### src/hdl/bss_params.svh
/*
 * Constants of the buck supply supervisor: register map, field positions,
 * reset values and timing figures.
 * Assumes it is included by bare name, before the package and the module.
 */
`ifndef BSS_PARAMS_SVH
`define BSS_PARAMS_SVH

// ==========================================================
// Clock and timing
`define BSS_CLK_NS 5
`define BSS_NS_PER_US 1000
`define BSS_NS_PER_MS 1000000
`define BSS_F500_KHZ 500
`define BSS_F1M_KHZ 1000
`define BSS_PCT_FULL 100
`define BSS_DUTY_MAX_PCT 90
`define BSS_DEAD_CYC 4
`define BSS_OC_FAULT_PER 16
`define BSS_OC_QUIET_PER 3
`define BSS_LDO_DLY_US 100
`define BSS_LDO_RAMP_US 250

// ==========================================================
// Register offsets (byte addresses)
`define BSS_OFF_CTRL 12'h000
`define BSS_OFF_STATUS 12'h004
`define BSS_OFF_CLEAR 12'h008
`define BSS_OFF_IEN 12'h00C
`define BSS_OFF_STATE 12'h010

// ==========================================================
// Field layouts and reset values
`define BSS_CTRL_W 7
`define BSS_CTRL_RST 7'h00
`define BSS_ST_W 4
`define BSS_ST_OC 0
`define BSS_ST_OV 1
`define BSS_ST_UV 2
`define BSS_ST_LDO 3
`define BSS_IEN_RST 4'h0
`define BSS_OCC_W 5

// ==========================================================
// Gate-drive voltage codes
`define BSS_VSEL_7V 2'h3
`define BSS_VSEL_10V 2'h2
`define BSS_VSEL_12V 2'h0
`define BSS_VSEL_15V 2'h1

`endif

### src/hdl/bss_pkg.sv
/*
 * Types of the buck supply supervisor.
 * Assumes bss_params.svh for the figures.
 */
package bss_pkg;

    // ==========================================================
    // Bus, sense and control carriers
    typedef struct packed {
        logic psel;
        logic penable;
        logic pwrite;
        logic [11:0] paddr;
        logic [31:0] pwdata;
    } bss_apb_req_t;

    typedef struct packed {
        logic peak_oc;
        logic ontime_done;
        logic over_voltage;
        logic output_uv;
        logic supply_below_thr;
        logic supply_too_low;
        logic gain_load_done;
        logic lowside_uvlo;
    } bss_sense_t;

    typedef struct packed {
        logic [1:0] ldo_ocp_level;
        logic [1:0] ldo_softstart_time;
        logic [1:0] gate_drive_voltage_sel;
        logic converter_freq_sel;
    } bss_ctrl_t;

    // ==========================================================
    // States and codes
    typedef enum logic [1:0] {
        BSS_LDO_IDLE,
        BSS_LDO_DELAY,
        BSS_LDO_RAMP,
        BSS_LDO_ON
    } bss_ldo_state_t;

    typedef enum logic [1:0] {
        BSS_VT_6V5,
        BSS_VT_7V0,
        BSS_VT_8V0
    } bss_vtarget_t;

endpackage : bss_pkg

### src/hdl/bss_supervisor.sv
/*
 * Buck supply supervisor: switching period, high/low side drive, protection,
 * over-current fault counter, linear regulator start sequence, APB registers.
 * Assumes sense inputs synchronous to clk, single APB master.
 */
//
// Behaviour
// - The switching period is 500 kHz or 1 MHz as chosen by a control bit.
// - The output target code follows the gate-drive select (11:6.5V, 10:7V, 00/01:8V).
// - With input too low the on-time end is ignored and duty saturates at its maximum.
// - Output under-voltage flags a fault and holds the linear regulator off.
// - Over-voltage turns both switches off at once.
// - Peak current ends the high-side pulse until the next period; low side follows after dead time.
// - A low input supply selects the reduced over-current level.
// - Sixteen consecutive over-current periods raise the fault and pull the fault pin low.
// - Three quiet periods clear the consecutive counter without a fault.
// - Switching goes on in current limit after the fault.
// - The fault sets the converter over-current flag in the status register.
// - Gate-driver faults do not stop the converter or the regulator.
// - Regulator soft start begins a fixed delay after output good and gain load done.
// - The soft-start ramp length comes from a software field.
// - The regulator over-current level is software programmable.
`timescale 1ns/100ps
`include "bss_params.svh"

module bss_supervisor #(
    parameter int LDO_DLY_CYC = `BSS_LDO_DLY_US * `BSS_NS_PER_US / `BSS_CLK_NS,
    parameter int LDO_RAMP_CYC = `BSS_LDO_RAMP_US * `BSS_NS_PER_US / `BSS_CLK_NS
) (
    // Clock and reset
    input wire logic clk,
    input wire logic sys_rst,
    // APB
    input bss_pkg::bss_apb_req_t apb_req,
    output logic pready,
    output logic [31:0] prdata,
    output logic pslverr,
    // Analog sense
    input bss_pkg::bss_sense_t sense,
    // Converter drive
    output logic hs_gate,
    output logic ls_gate,
    output logic period_start,
    output logic limiter_active,
    output logic oc_level_reduced,
    output logic [1:0] target_code,
    // Linear regulator
    output logic ldo_enable,
    output logic ldo_ramping,
    output logic [1:0] ldo_ramp_sel,
    output logic [1:0] ldo_ocp_sel,
    // Fault reporting
    output logic fault_out_n,
    output logic irq
);

    // ==========================================================
    // Constants and functions
    localparam int PER_500K = `BSS_NS_PER_MS / (`BSS_F500_KHZ * `BSS_CLK_NS);
    localparam int PER_1M = `BSS_NS_PER_MS / (`BSS_F1M_KHZ * `BSS_CLK_NS);
    localparam int DEAD = `BSS_DEAD_CYC;

    function automatic logic [15:0] period_len(input logic f);
        period_len = f ? 16'(PER_1M) : 16'(PER_500K);
    endfunction : period_len

    function automatic logic [1:0] target_of(input logic [1:0] v);
        unique case (v)
            `BSS_VSEL_7V: target_of = bss_pkg::BSS_VT_6V5;
            `BSS_VSEL_10V: target_of = bss_pkg::BSS_VT_7V0;
            default: target_of = bss_pkg::BSS_VT_8V0;
        endcase
    endfunction : target_of

    function automatic logic addr_hit(input logic [11:0] a);
        addr_hit = (a == `BSS_OFF_CTRL) || (a == `BSS_OFF_STATUS) || (a == `BSS_OFF_CLEAR)
            || (a == `BSS_OFF_IEN) || (a == `BSS_OFF_STATE);
    endfunction : addr_hit

    // ==========================================================
    // Declarations
    bss_pkg::bss_ctrl_t ctrl;
    bss_pkg::bss_ldo_state_t ldo_state;
    bss_pkg::bss_ldo_state_t next_ldo_state;
    logic [`BSS_ST_W-1:0] status;
    logic [`BSS_ST_W-1:0] next_status;
    logic [`BSS_ST_W-1:0] ien;
    logic [`BSS_ST_W-1:0] clr;
    logic [15:0] period_cnt;
    logic [15:0] len;
    logic [15:0] duty_max;
    logic [15:0] off_cnt;
    logic wrap;
    logic oc_seen;
    logic per_oc;
    logic oc_fault_evt;
    logic [`BSS_OCC_W-1:0] oc_count;
    logic [1:0] quiet_cnt;
    logic [31:0] ldo_timer;
    logic [31:0] ramp_cyc;
    logic ldo_ready_evt;
    logic wr_en;
    logic [31:0] rd_mux;

    assign len = period_len(ctrl.converter_freq_sel);
    assign duty_max = 16'(32'(len) * `BSS_DUTY_MAX_PCT / `BSS_PCT_FULL);
    assign wrap = (period_cnt >= len - 16'd1);
    assign per_oc = oc_seen || sense.peak_oc;
    assign ramp_cyc = 32'(LDO_RAMP_CYC) << ctrl.ldo_softstart_time;
    assign ldo_ramp_sel = ctrl.ldo_softstart_time;
    assign ldo_ocp_sel = ctrl.ldo_ocp_level;

    // ==========================================================
    // Switching period
    always_ff @(posedge clk) begin
        if (sys_rst) begin
            period_cnt <= '0;
            period_start <= 1'b0;
        end else begin
            period_cnt <= wrap ? 16'd0 : period_cnt + 16'd1;
            period_start <= wrap;
        end
    end

    // ==========================================================
    // Supply conditions
    always_ff @(posedge clk) begin
        if (sys_rst) begin
            limiter_active <= 1'b0;
            oc_level_reduced <= 1'b0;
            target_code <= bss_pkg::BSS_VT_8V0;
        end else begin
            limiter_active <= sense.supply_too_low;
            oc_level_reduced <= sense.supply_below_thr;
            target_code <= target_of(ctrl.gate_drive_voltage_sel);
        end
    end

    // ==========================================================
    // High side drive; the low side rail fault is deliberately not a term
    always_ff @(posedge clk) begin
        if (sys_rst) begin
            hs_gate <= 1'b0;
        end else if (sense.over_voltage) begin
            hs_gate <= 1'b0;
        end else if (wrap) begin
            hs_gate <= 1'b1;
        end else if (hs_gate && sense.peak_oc) begin
            hs_gate <= 1'b0;
        end else if (hs_gate && period_cnt >= duty_max - 16'd1) begin
            hs_gate <= 1'b0;
        end else if (hs_gate && !limiter_active && sense.ontime_done) begin
            hs_gate <= 1'b0;
        end
    end

    // ==========================================================
    // Low side drive after dead time, released before the next period
    always_ff @(posedge clk) begin
        if (sys_rst) begin
            off_cnt <= '0;
            ls_gate <= 1'b0;
        end else begin
            off_cnt <= hs_gate ? 16'd0 : (off_cnt == 16'hFFFF ? off_cnt : off_cnt + 16'd1);
            ls_gate <= !sense.over_voltage && !hs_gate && (off_cnt >= 16'(DEAD - 1))
                && (period_cnt < len - 16'(DEAD + 1));
        end
    end

    // ==========================================================
    // Consecutive over-current period counter
    always_ff @(posedge clk) begin
        if (sys_rst) begin
            oc_seen <= 1'b0;
            oc_count <= '0;
            quiet_cnt <= '0;
            oc_fault_evt <= 1'b0;
        end else begin
            oc_fault_evt <= 1'b0;
            if (wrap) begin
                oc_seen <= 1'b0;
                if (per_oc) begin
                    quiet_cnt <= '0;
                    if (oc_count < `BSS_OCC_W'(`BSS_OC_FAULT_PER)) begin
                        oc_count <= oc_count + 1'b1;
                    end
                    if (oc_count == `BSS_OCC_W'(`BSS_OC_FAULT_PER - 1)) begin
                        oc_fault_evt <= 1'b1;
                    end
                end else if (quiet_cnt == 2'(`BSS_OC_QUIET_PER - 1)) begin
                    quiet_cnt <= '0;
                    oc_count <= '0;
                end else begin
                    quiet_cnt <= quiet_cnt + 2'd1;
                end
            end else if (sense.peak_oc) begin
                oc_seen <= 1'b1;
            end
        end
    end

    // ==========================================================
    // Linear regulator start sequence
    always_comb begin
        next_ldo_state = ldo_state;
        unique case (ldo_state)
            bss_pkg::BSS_LDO_IDLE: begin
                if (!sense.output_uv && sense.gain_load_done) begin
                    next_ldo_state = bss_pkg::BSS_LDO_DELAY;
                end
            end
            bss_pkg::BSS_LDO_DELAY: begin
                if (ldo_timer >= 32'(LDO_DLY_CYC - 1)) begin
                    next_ldo_state = bss_pkg::BSS_LDO_RAMP;
                end
            end
            bss_pkg::BSS_LDO_RAMP: begin
                if (ldo_timer >= ramp_cyc - 32'd1) begin
                    next_ldo_state = bss_pkg::BSS_LDO_ON;
                end
            end
            bss_pkg::BSS_LDO_ON: begin
            end
        endcase
        if (sense.output_uv) begin
            next_ldo_state = bss_pkg::BSS_LDO_IDLE;
        end
    end

    always_ff @(posedge clk) begin
        if (sys_rst) begin
            ldo_state <= bss_pkg::BSS_LDO_IDLE;
            ldo_timer <= '0;
            ldo_enable <= 1'b0;
            ldo_ramping <= 1'b0;
            ldo_ready_evt <= 1'b0;
        end else begin
            ldo_state <= next_ldo_state;
            ldo_timer <= (next_ldo_state != ldo_state) ? 32'd0 : ldo_timer + 32'd1;
            ldo_enable <= (next_ldo_state == bss_pkg::BSS_LDO_RAMP)
                || (next_ldo_state == bss_pkg::BSS_LDO_ON);
            ldo_ramping <= (next_ldo_state == bss_pkg::BSS_LDO_RAMP);
            ldo_ready_evt <= (next_ldo_state == bss_pkg::BSS_LDO_ON)
                && (ldo_state == bss_pkg::BSS_LDO_RAMP);
        end
    end

    // ==========================================================
    // APB slave, one wait state
    assign wr_en = apb_req.psel && apb_req.penable && pready && apb_req.pwrite;
    assign clr = (wr_en && apb_req.paddr == `BSS_OFF_CLEAR) ? apb_req.pwdata[`BSS_ST_W-1:0] : '0;

    always_comb begin
        rd_mux = 32'h0000_0000;
        unique case (apb_req.paddr)
            `BSS_OFF_CTRL: rd_mux = 32'(ctrl);
            `BSS_OFF_STATUS: rd_mux = 32'(status);
            `BSS_OFF_IEN: rd_mux = 32'(ien);
            `BSS_OFF_STATE: rd_mux = {19'h0_0000, sense.lowside_uvlo, ldo_state, oc_count,
                limiter_active, ls_gate, hs_gate, target_code};
            default: rd_mux = 32'h0000_0000;
        endcase
    end

    always_ff @(posedge clk) begin
        if (sys_rst) begin
            pready <= 1'b0;
            prdata <= 32'h0000_0000;
            pslverr <= 1'b0;
        end else begin
            pready <= 1'b0;
            if (apb_req.psel && apb_req.penable && !pready) begin
                pready <= 1'b1;
                prdata <= apb_req.pwrite ? 32'h0000_0000 : rd_mux;
                pslverr <= !addr_hit(apb_req.paddr);
            end
        end
    end

    always_ff @(posedge clk) begin
        if (sys_rst) begin
            ctrl <= `BSS_CTRL_RST;
            ien <= `BSS_IEN_RST;
        end else begin
            if (wr_en && apb_req.paddr == `BSS_OFF_CTRL) begin
                ctrl <= apb_req.pwdata[`BSS_CTRL_W-1:0];
            end
            if (wr_en && apb_req.paddr == `BSS_OFF_IEN) begin
                ien <= apb_req.pwdata[`BSS_ST_W-1:0];
            end
        end
    end

    // ==========================================================
    // Sticky status, fault pin and interrupt; a set beats a clear
    always_comb begin
        next_status = status & ~clr;
        next_status[`BSS_ST_OC] = next_status[`BSS_ST_OC] | oc_fault_evt;
        next_status[`BSS_ST_OV] = next_status[`BSS_ST_OV] | sense.over_voltage;
        next_status[`BSS_ST_UV] = next_status[`BSS_ST_UV] | sense.output_uv;
        next_status[`BSS_ST_LDO] = next_status[`BSS_ST_LDO] | ldo_ready_evt;
    end

    always_ff @(posedge clk) begin
        if (sys_rst) begin
            status <= '0;
            fault_out_n <= 1'b1;
            irq <= 1'b0;
        end else begin
            status <= next_status;
            fault_out_n <= !next_status[`BSS_ST_OC];
            irq <= |(status & ien);
        end
    end

    // ==========================================================
    // Assertions
    property p_freq;
        @(posedge clk) disable iff (sys_rst) period_cnt < len || $changed(len);
    endproperty
    a_freq: assert property (p_freq) else $error("period counter beyond period");

    property p_target;
        @(posedge clk) disable iff (sys_rst)
            1'b1 |=> target_code == target_of($past(ctrl.gate_drive_voltage_sel));
    endproperty
    a_target: assert property (p_target) else $error("target code mismatch");

    property p_limiter;
        @(posedge clk) disable iff (sys_rst)
            limiter_active && hs_gate && !wrap && period_cnt < duty_max - 16'd1
            && !sense.peak_oc && !sense.over_voltage |=> hs_gate;
    endproperty
    a_limiter: assert property (p_limiter) else $error("limiter pulse ended early");

    property p_uvlo;
        @(posedge clk) disable iff (sys_rst) sense.output_uv |=> !ldo_enable && status[`BSS_ST_UV];
    endproperty
    a_uvlo: assert property (p_uvlo) else $error("regulator on under output uv");

    property p_ovp;
        @(posedge clk) disable iff (sys_rst) sense.over_voltage |=> !hs_gate && !ls_gate;
    endproperty
    a_ovp: assert property (p_ovp) else $error("switch on under over voltage");

    property p_oc_cut;
        @(posedge clk) disable iff (sys_rst) hs_gate && sense.peak_oc && !wrap |=> !hs_gate;
    endproperty
    a_oc_cut: assert property (p_oc_cut) else $error("high side not cut");

    property p_dead;
        @(posedge clk) disable iff (sys_rst) $fell(hs_gate) |-> !ls_gate [*4];
    endproperty
    a_dead: assert property (p_dead) else $error("dead time violated");

    property p_reduce;
        @(posedge clk) disable iff (sys_rst) ##1 oc_level_reduced == $past(sense.supply_below_thr);
    endproperty
    a_reduce: assert property (p_reduce) else $error("reduced level not followed");

    property p_fault16;
        @(posedge clk) disable iff (sys_rst)
            wrap && per_oc && oc_count == `BSS_OCC_W'(`BSS_OC_FAULT_PER - 1) |=> ##1 !fault_out_n;
    endproperty
    a_fault16: assert property (p_fault16) else $error("fault not raised");

    property p_quiet;
        @(posedge clk) disable iff (sys_rst) wrap && !per_oc && quiet_cnt == 2'd2 |=> oc_count == '0;
    endproperty
    a_quiet: assert property (p_quiet) else $error("counter not cleared");

    property p_run;
        @(posedge clk) disable iff (sys_rst) wrap && !sense.over_voltage |=> hs_gate;
    endproperty
    a_run: assert property (p_run) else $error("period did not start");

    property p_hold;
        @(posedge clk) disable iff (sys_rst)
            status[`BSS_ST_OC] && clr[`BSS_ST_OC] == 1'b0 |=> status[`BSS_ST_OC] && !fault_out_n;
    endproperty
    a_hold: assert property (p_hold) else $error("flag dropped without clear");

    property p_start;
        @(posedge clk) disable iff (sys_rst) $rose(ldo_enable) |-> $past(ldo_state) == bss_pkg::BSS_LDO_DELAY;
    endproperty
    a_start: assert property (p_start) else $error("soft start without delay");

    c_fault: cover property (@(posedge clk) disable iff (sys_rst) $fell(fault_out_n));
    c_ldo_on: cover property (@(posedge clk) disable iff (sys_rst) $rose(ldo_ready_evt));
    c_limit: cover property (@(posedge clk) disable iff (sys_rst) limiter_active && $fell(hs_gate));
    c_irq: cover property (@(posedge clk) disable iff (sys_rst) $rose(irq));

endmodule : bss_supervisor

### config.mk
export PLATFORM = sky130hd
export DESIGN_NAME = bss_supervisor
export DESIGN_NICKNAME = d
export VERILOG_FILES = /design/src/hdl/bss_pkg.sv /design/src/hdl/bss_supervisor.sv
export VERILOG_INCLUDE_DIRS = /design/src /design/src/hdl
export SDC_FILE = /design/constraint.sdc
export NUM_CORES = 1
export LEC_CHECK = 0
export CAP_MARGIN = 15
export CORE_ASPECT_RATIO = 1.75
export CORE_MARGIN = 2
export CORE_UTILIZATION = 58
export CTS_CLUSTER_DIAMETER = 100
export CTS_CLUSTER_SIZE = 28
export DETAILED_ROUTE_END_ITERATION = 8
export DONT_BUFFER_PORTS = 1
export PLACE_DENSITY = 0.79
export SYNTH_ARGS = -nofsm -noshare
export SYNTH_HDL_FRONTEND = slang
export SYNTH_SLANG_ARGS = --single-unit
### constraint.sdc
create_clock -name clk -period 2.6 [get_ports clk]
set_clock_uncertainty 0.1 [all_clocks]
set_input_delay 0.52 -clock clk [delete_from_list [all_inputs] [get_ports clk]]
set_output_delay 0.52 -clock clk [all_outputs]
set_load 0.01 [all_outputs]
### Yosys cells after proc, flatten, opt, wreduce, memory -nomap -nowiden

Index checks and enable logic that the tools add are counted.

* equal/unequal tests: 15
* add/sub/neg operators: 9
* reduce and logical (&&, ||, !) cells: 40
* shifts and indexed selects: 1
* div/mod/pow operators: 1
* multiplexer cells: 21
* $mul: 1
* bitwise logic cells: 9
* magnitude comparators: 7

Operators with widths (number)
* 13-bit one-hot mux with 4 select lines: 1
* 16-bit by 1-bit adder with 16-bit output (second input constant): 2
* 32-bit by 1-bit adder with 32-bit output (second input constant): 1
* 23-bit by 7-bit divider with 32-bit output (second input constant): 1
* 16-bit greater-or-equal comparator: 2
* 32-bit by 15-bit greater-or-equal comparator with 1-bit output (second input constant): 1
* 32-bit greater-or-equal comparator: 1
* 32-bit 2-to-1 mux: 1
* 16-bit by 2-bit << shifter with 32-bit output (first input constant): 1
* 32-bit by 1-bit subtractor with 32-bit output (second input constant): 1
* 12-bit by 4-bit == test with 1-bit output (second input constant): 2
* 16-bit == test (second input constant): 1
* 16-bit by 2-bit greater-or-equal comparator with 1-bit output (second input constant): 1
* 1-bit logical AND: 16
* 16-bit < comparator: 1
* 16-bit by 1-bit subtractor with 16-bit output (second input constant): 1
* 9-bit by 6-bit multiplier with 15-bit output (second input constant): 1
* 5-bit 2-to-1 mux: 3
* 12-bit by 3-bit == test with 1-bit output (second input constant): 1
* 12-bit by 5-bit == test with 1-bit output (second input constant): 1
* 2-bit == test (second input constant): 6
* 12-bit zero test: 1
* 2-bit 2-to-1 mux: 6
* 9-bit by 1-bit subtractor with 10-bit output (second input constant): 1
* 26 further kinds: 50

* output and inout port bits: 49
* bits in registers: 136
* input port bits: 57

### Depth between registers and ports, before layout

* word-level depth: 9
* gate-level depth with buffers: 14

### Worst setup path before layout

No wires, ideal clock.

* path kind: register to register
* start: reg ctrl (netlist bit ldo_ramp_sel[1])
* end: reg ldo_timer[0]
* setup time: 70 ps
* buffers on the path: 2
* clock period less this slack: 2893 ps
* arrival: 2723 ps
* required time: 2430 ps
* cell stages (with the launch flop): 14
* slack: -293 ps
* cell sequence: dfxtp_1 -> inv_1 -> ha_1 -> inv_1 -> ha_1 -> ha_1 -> a21oi_1 -> o21ai_0 -> a31oi_1 -> a311oi_2 -> or4_1 -> buf_4 -> buf_6 -> a21oi_1

* cells in the longest elaborated chain, start to end: 8

Ends and longest elaborated chain
* start: declaration: line bss_supervisor.sv:82 `bss_pkg::bss_ctrl_t ctrl;`
* start signal: assignment: line bss_supervisor.sv:282 `` ctrl <= `BSS_CTRL_RST; ``
* start signal: assignment: line bss_supervisor.sv:286 `` ctrl <= apb_req.pwdata[`BSS_CTRL_W-1:0]; ``
* 16-bit by 2-bit << shifter with 32-bit output: line bss_supervisor.sv:109 `assign ramp_cyc = 32'(LDO_RAMP_CYC) << ctrl.ldo_softstart_time;`
* 32-bit by 1-bit subtractor with 32-bit output: line bss_supervisor.sv:218 `if (ldo_timer >= ramp_cyc - 32'd1) begin`
* 32-bit greater-or-equal comparator: line bss_supervisor.sv:218
* 2-bit 2-to-1 mux: line bss_supervisor.sv:218
* 2-bit one-hot mux with 3 select lines: line bss_supervisor.sv:206 `unique case (ldo_state)`
* 2-bit 2-to-1 mux: line bss_supervisor.sv:225 `if (sense.output_uv) begin`
* 2-bit inequality test: line bss_supervisor.sv:239 `ldo_timer <= (next_ldo_state != ldo_state) ? 32'd0 : ldo_timer + 32'd1;`
* 2-bit OR reduction (no source line)
* end signal: assignment: line bss_supervisor.sv:239
* end: declaration: line bss_supervisor.sv:99 `logic [31:0] ldo_timer;`

Every way passes these cells.
A chain may end at the register's enable or synchronous reset.

### Worst setup path after layout

* start: reg ctrl (netlist bit ldo_ramp_sel[0])
* end: reg ldo_timer[17]

The elaborated chain is that of the path after synthesis.

==> flow_summary.ini <==
[clocking]
cts_tree = yes
hold_buffers = 0
cts_max_path_buffers = 2
cts-root-buf = clkbuf_16
numCtsBuffers = 17
cts.sinks = 117
clkLatencyLatePin_ps = 420
path_clk_slew_ps = 60
htreeDepth = 4

[logic_synthesis]
ys_seq_area_frac = 0.390
synth_top_area_cell = dfxtp_1
ys_types = 57
syn_area_um2 = 6000
synthTopCellsByArea = dfxtp_1, ha_1, a21oi_1
ys_ff_latch = 117
synth_edf_count = 0
syn-instance-count = 687
synth_top_area_share = 0.390
yosysWarnings = 0
synth_top_flop_cell = dfxtp_1
async_reset_ff_frac = 0
synth_area_per_cell_um2 = 8.74

[die]
core-area_um2 = 10200
start_util = 0.590
rows = 49
num_io_pins = 106
die_x_um = 80.9
dieHeight_um = 139
dieArea_um2 = 11200

[routing]
drtAntennaViolNets = 0
dr.pass1.iters = 6
first_iter_violations = 429
wl_um = 15200
drcViolationCount = 0
vias_per_cell = 5.96
via_count = 5149
wire_per_inst_um = 17.6

[layout]
drive_gt1_frac = 0.142
seqCellArea_um2 = 2350
fin_cells = 864
n_antenna_cell = 0
syn_to_final_growth_pct = 16.1
multiInputGateArea_um2 = 3510
nNetsFinal = 824
nFillCells = 781

[pwr]
power.density_nw_per_um2 = 595
leakage_nw = 2.75
p_seq_frac = 0.444
ir_drop_v = 0.000540
fin_total_pwr_mw = 4.15
pwr-share-clk = 0.521
p_int_mw = 3.21
combinationalPowerShare = 0.034
p_sw_uw = 935
swShare = 0.225

[global_routing]
track_usage = 0.283
antenna_found_initial = 0
grt_pass1_wl_um = 24600
grt_overflow = 0
grt_pass1_vias = 5305
grt_start_max_net_pins = 51

[outcome]
status = complete, but fails checks
violations = negative setup slack

[place]
gp_congestion = 0.890
dp.cells = 828
pre_cts_slack_ps = -169
hpwl_um = 10700
io_buffers = 0

[setup_path]
worstSetupPathType = reg2reg
critical_path.top_delay_family = compound AO/OA/AOI/OAI gates
cpMostUsedCell = ha_4
start_kind = flop
slowest_stage = or4_4
max_stage_delay_ps = 440
worstPathCellList = inv_6 > ha_4 > inv_2 > ha_4 > a211oi_2 > ha_1 > nand4_1 > nor2_1 > a31oi_1 > buf_4 > a311oi_4 > or4_4 > buf_12 > a21oi_1
r2r_setup_slack_ps = -180
critPathCaptureType = flop
required_ps = 2850
cp_num_buf_inv = 4
arrival_ps = 3020
crit_fanout = 31

[timing]
fin_crit_ps = 2780
setup_viol_count_final = 33
rsz0062_at_grt = yes
fmax_mhz = 360
fin_ws_ps = -177
worst_slew_pin_slew_ps = 495
slew_headroom = 0.667
hold_violations = 0
slew_viol_final = 0
finalCritPeriodShare = 1.07

[worst_hold_path]
hp-class = in2reg

[job]
cap_violations = 0
kinds of logic after synthesis:
| family | count (synthesis) | share of synthesized area |
|---|---|---|
| and+or+nand+nor | 251 | 0.216 |
| AOI/OAI and AO/OA | 131 | 0.133 |
| DFF | 117 | 0.390 |
| buffers and inverters | 76 | 0.0684 |
| xor gates and xnor gates | 50 | 0.0729 |
| adders and majority gates | 42 | 0.0875 |
| muxes | 18 | 0.0304 |
| other | 2 | 0.00125 |
synthesized netlist by cell type (4+ instances only):
master    number
dfxtp_1      117
a21oi_1       60
nand2b_1       4
nor2b_1        6
buf_4         26
nand3_1       30
a31oi_1        7
nor4b_1        4
clkbuf_1      16
ha_1          42
or4_1          4
nand4_1       17
mux2i_1       16
nor2_1        73
a22oi_1        8
and3_1        13
a211oi_1       8
a222oi_1       4
xnor2_1       29
and4_1         9
nor3_1        17
xor2_1        21
inv_1         25
nor3b_1        4
o21ai_0       21
nand2_1       40
nor4_1        15
or2_2          5
per-layer routing:
| layer | global-route usage | part of all wire | vias to the layer above |
|---|---|---|---|
| li1 | - | - | 2483 |
| met2 | 0.528 | 0.55 | 171 |
| met4 | 0.164 | 0.048 | 0 |
| met5 | 0 | 0 | - |
| met3 | 0.0762 | 0.058 | 55 |
| met1 | 0.262 | 0.34 | 2440 |
path summary, 6_finish.rpt:
check                                startpoint             end  cells after the start
worst min-delay path                    sys_rst       prdata[4]                      1
worst min register to register          ctrl[2]  target_code[1]                      1
worst max register to register  ldo_ramp_sel[0]   ldo_timer[17]                     14
worst max-delay path            ldo_ramp_sel[0]   ldo_timer[17]                     14
state kept, by name (all words and copies together) (netlist names), 2 cells and up:
name,flops
ctrl,3
ien,4
ldo_ocp_sel,2
ldo_ramp_sel,2
ldo_state,2
ldo_timer,32
oc_count,5
off_cnt,16
period_cnt,16
prdata,13
quiet_cnt,2
status,4
target_code,2
metrics by stage:
stage | util | hold WS (ps) | setup TNS [ps] | area (µm²)
2_1_floorplan | - | 303 | -47.8 | 6200
3_3_place_gp | 0.620 | 326 | -2880 | 6310
3_5_place_dp | 0.620 | 338 | -4410 | 6310
4_1_cts | 0.682 | 58.9 | -5060 | 6940
5_1_grt | 0.685 | 52.0 | -8560 | 6970
6_report | 0.685 | 62.2 | -4980 | 6970
cell type report:
type / count / share of cell area
inverter: 25 / 0.0149
sequential: 117 / 0.337
clock inverter: 10 / 0.0118
clock buffer: 21 / 0.0661
timing repair buffer: 37 / 0.0434
multi-input combinational: 527 / 0.504
tap: 127 / 0.0228
power groups by stage:
| stage | Combinational (mW) | Clock, mW | Sequential (mW) |
|---|---|---|---|
| 3_3_place_gp | 0.127 | 0 | 1.88 |
| 2_1_floorplan | 0.148 | 0 | 1.87 |
| 3_5_place_dp | 0.132 | 0 | 1.88 |
| 6_report | 0.143 | 2.16 | 1.84 |
| 4_1_cts | 0.138 | 2.18 | 1.84 |
| 5_1_grt | 0.160 | 2.26 | 1.85 |
timing repair:
action,4_1_cts,5_1_grt
endpoints found under the setup margin,33,35
pin swaps,3,4
gates resized for setup,11,6
buffers inserted,3,2
layout by cell type, fill, tap and decap left out, drive strengths merged, types with 16 or more instances in the layout:
master / netlist / layout
dfxtp: 117 / 117
nor2: 73 / 73
a21oi: 63 / 63
ha: 42 / 42
nand2: 41 / 41
buf: 34 / 37
conb: 2 / 35
nand3: 30 / 30
xnor2: 29 / 29
inv: 25 / 25
o21ai: 22 / 22
xor2: 21 / 21
clkbuf: 17 / 21
nand4: 17 / 17
nor3: 17 / 17
mux2i: 16 / 16
nor4: 16 / 16
Power figures use the tool's default switching activity.
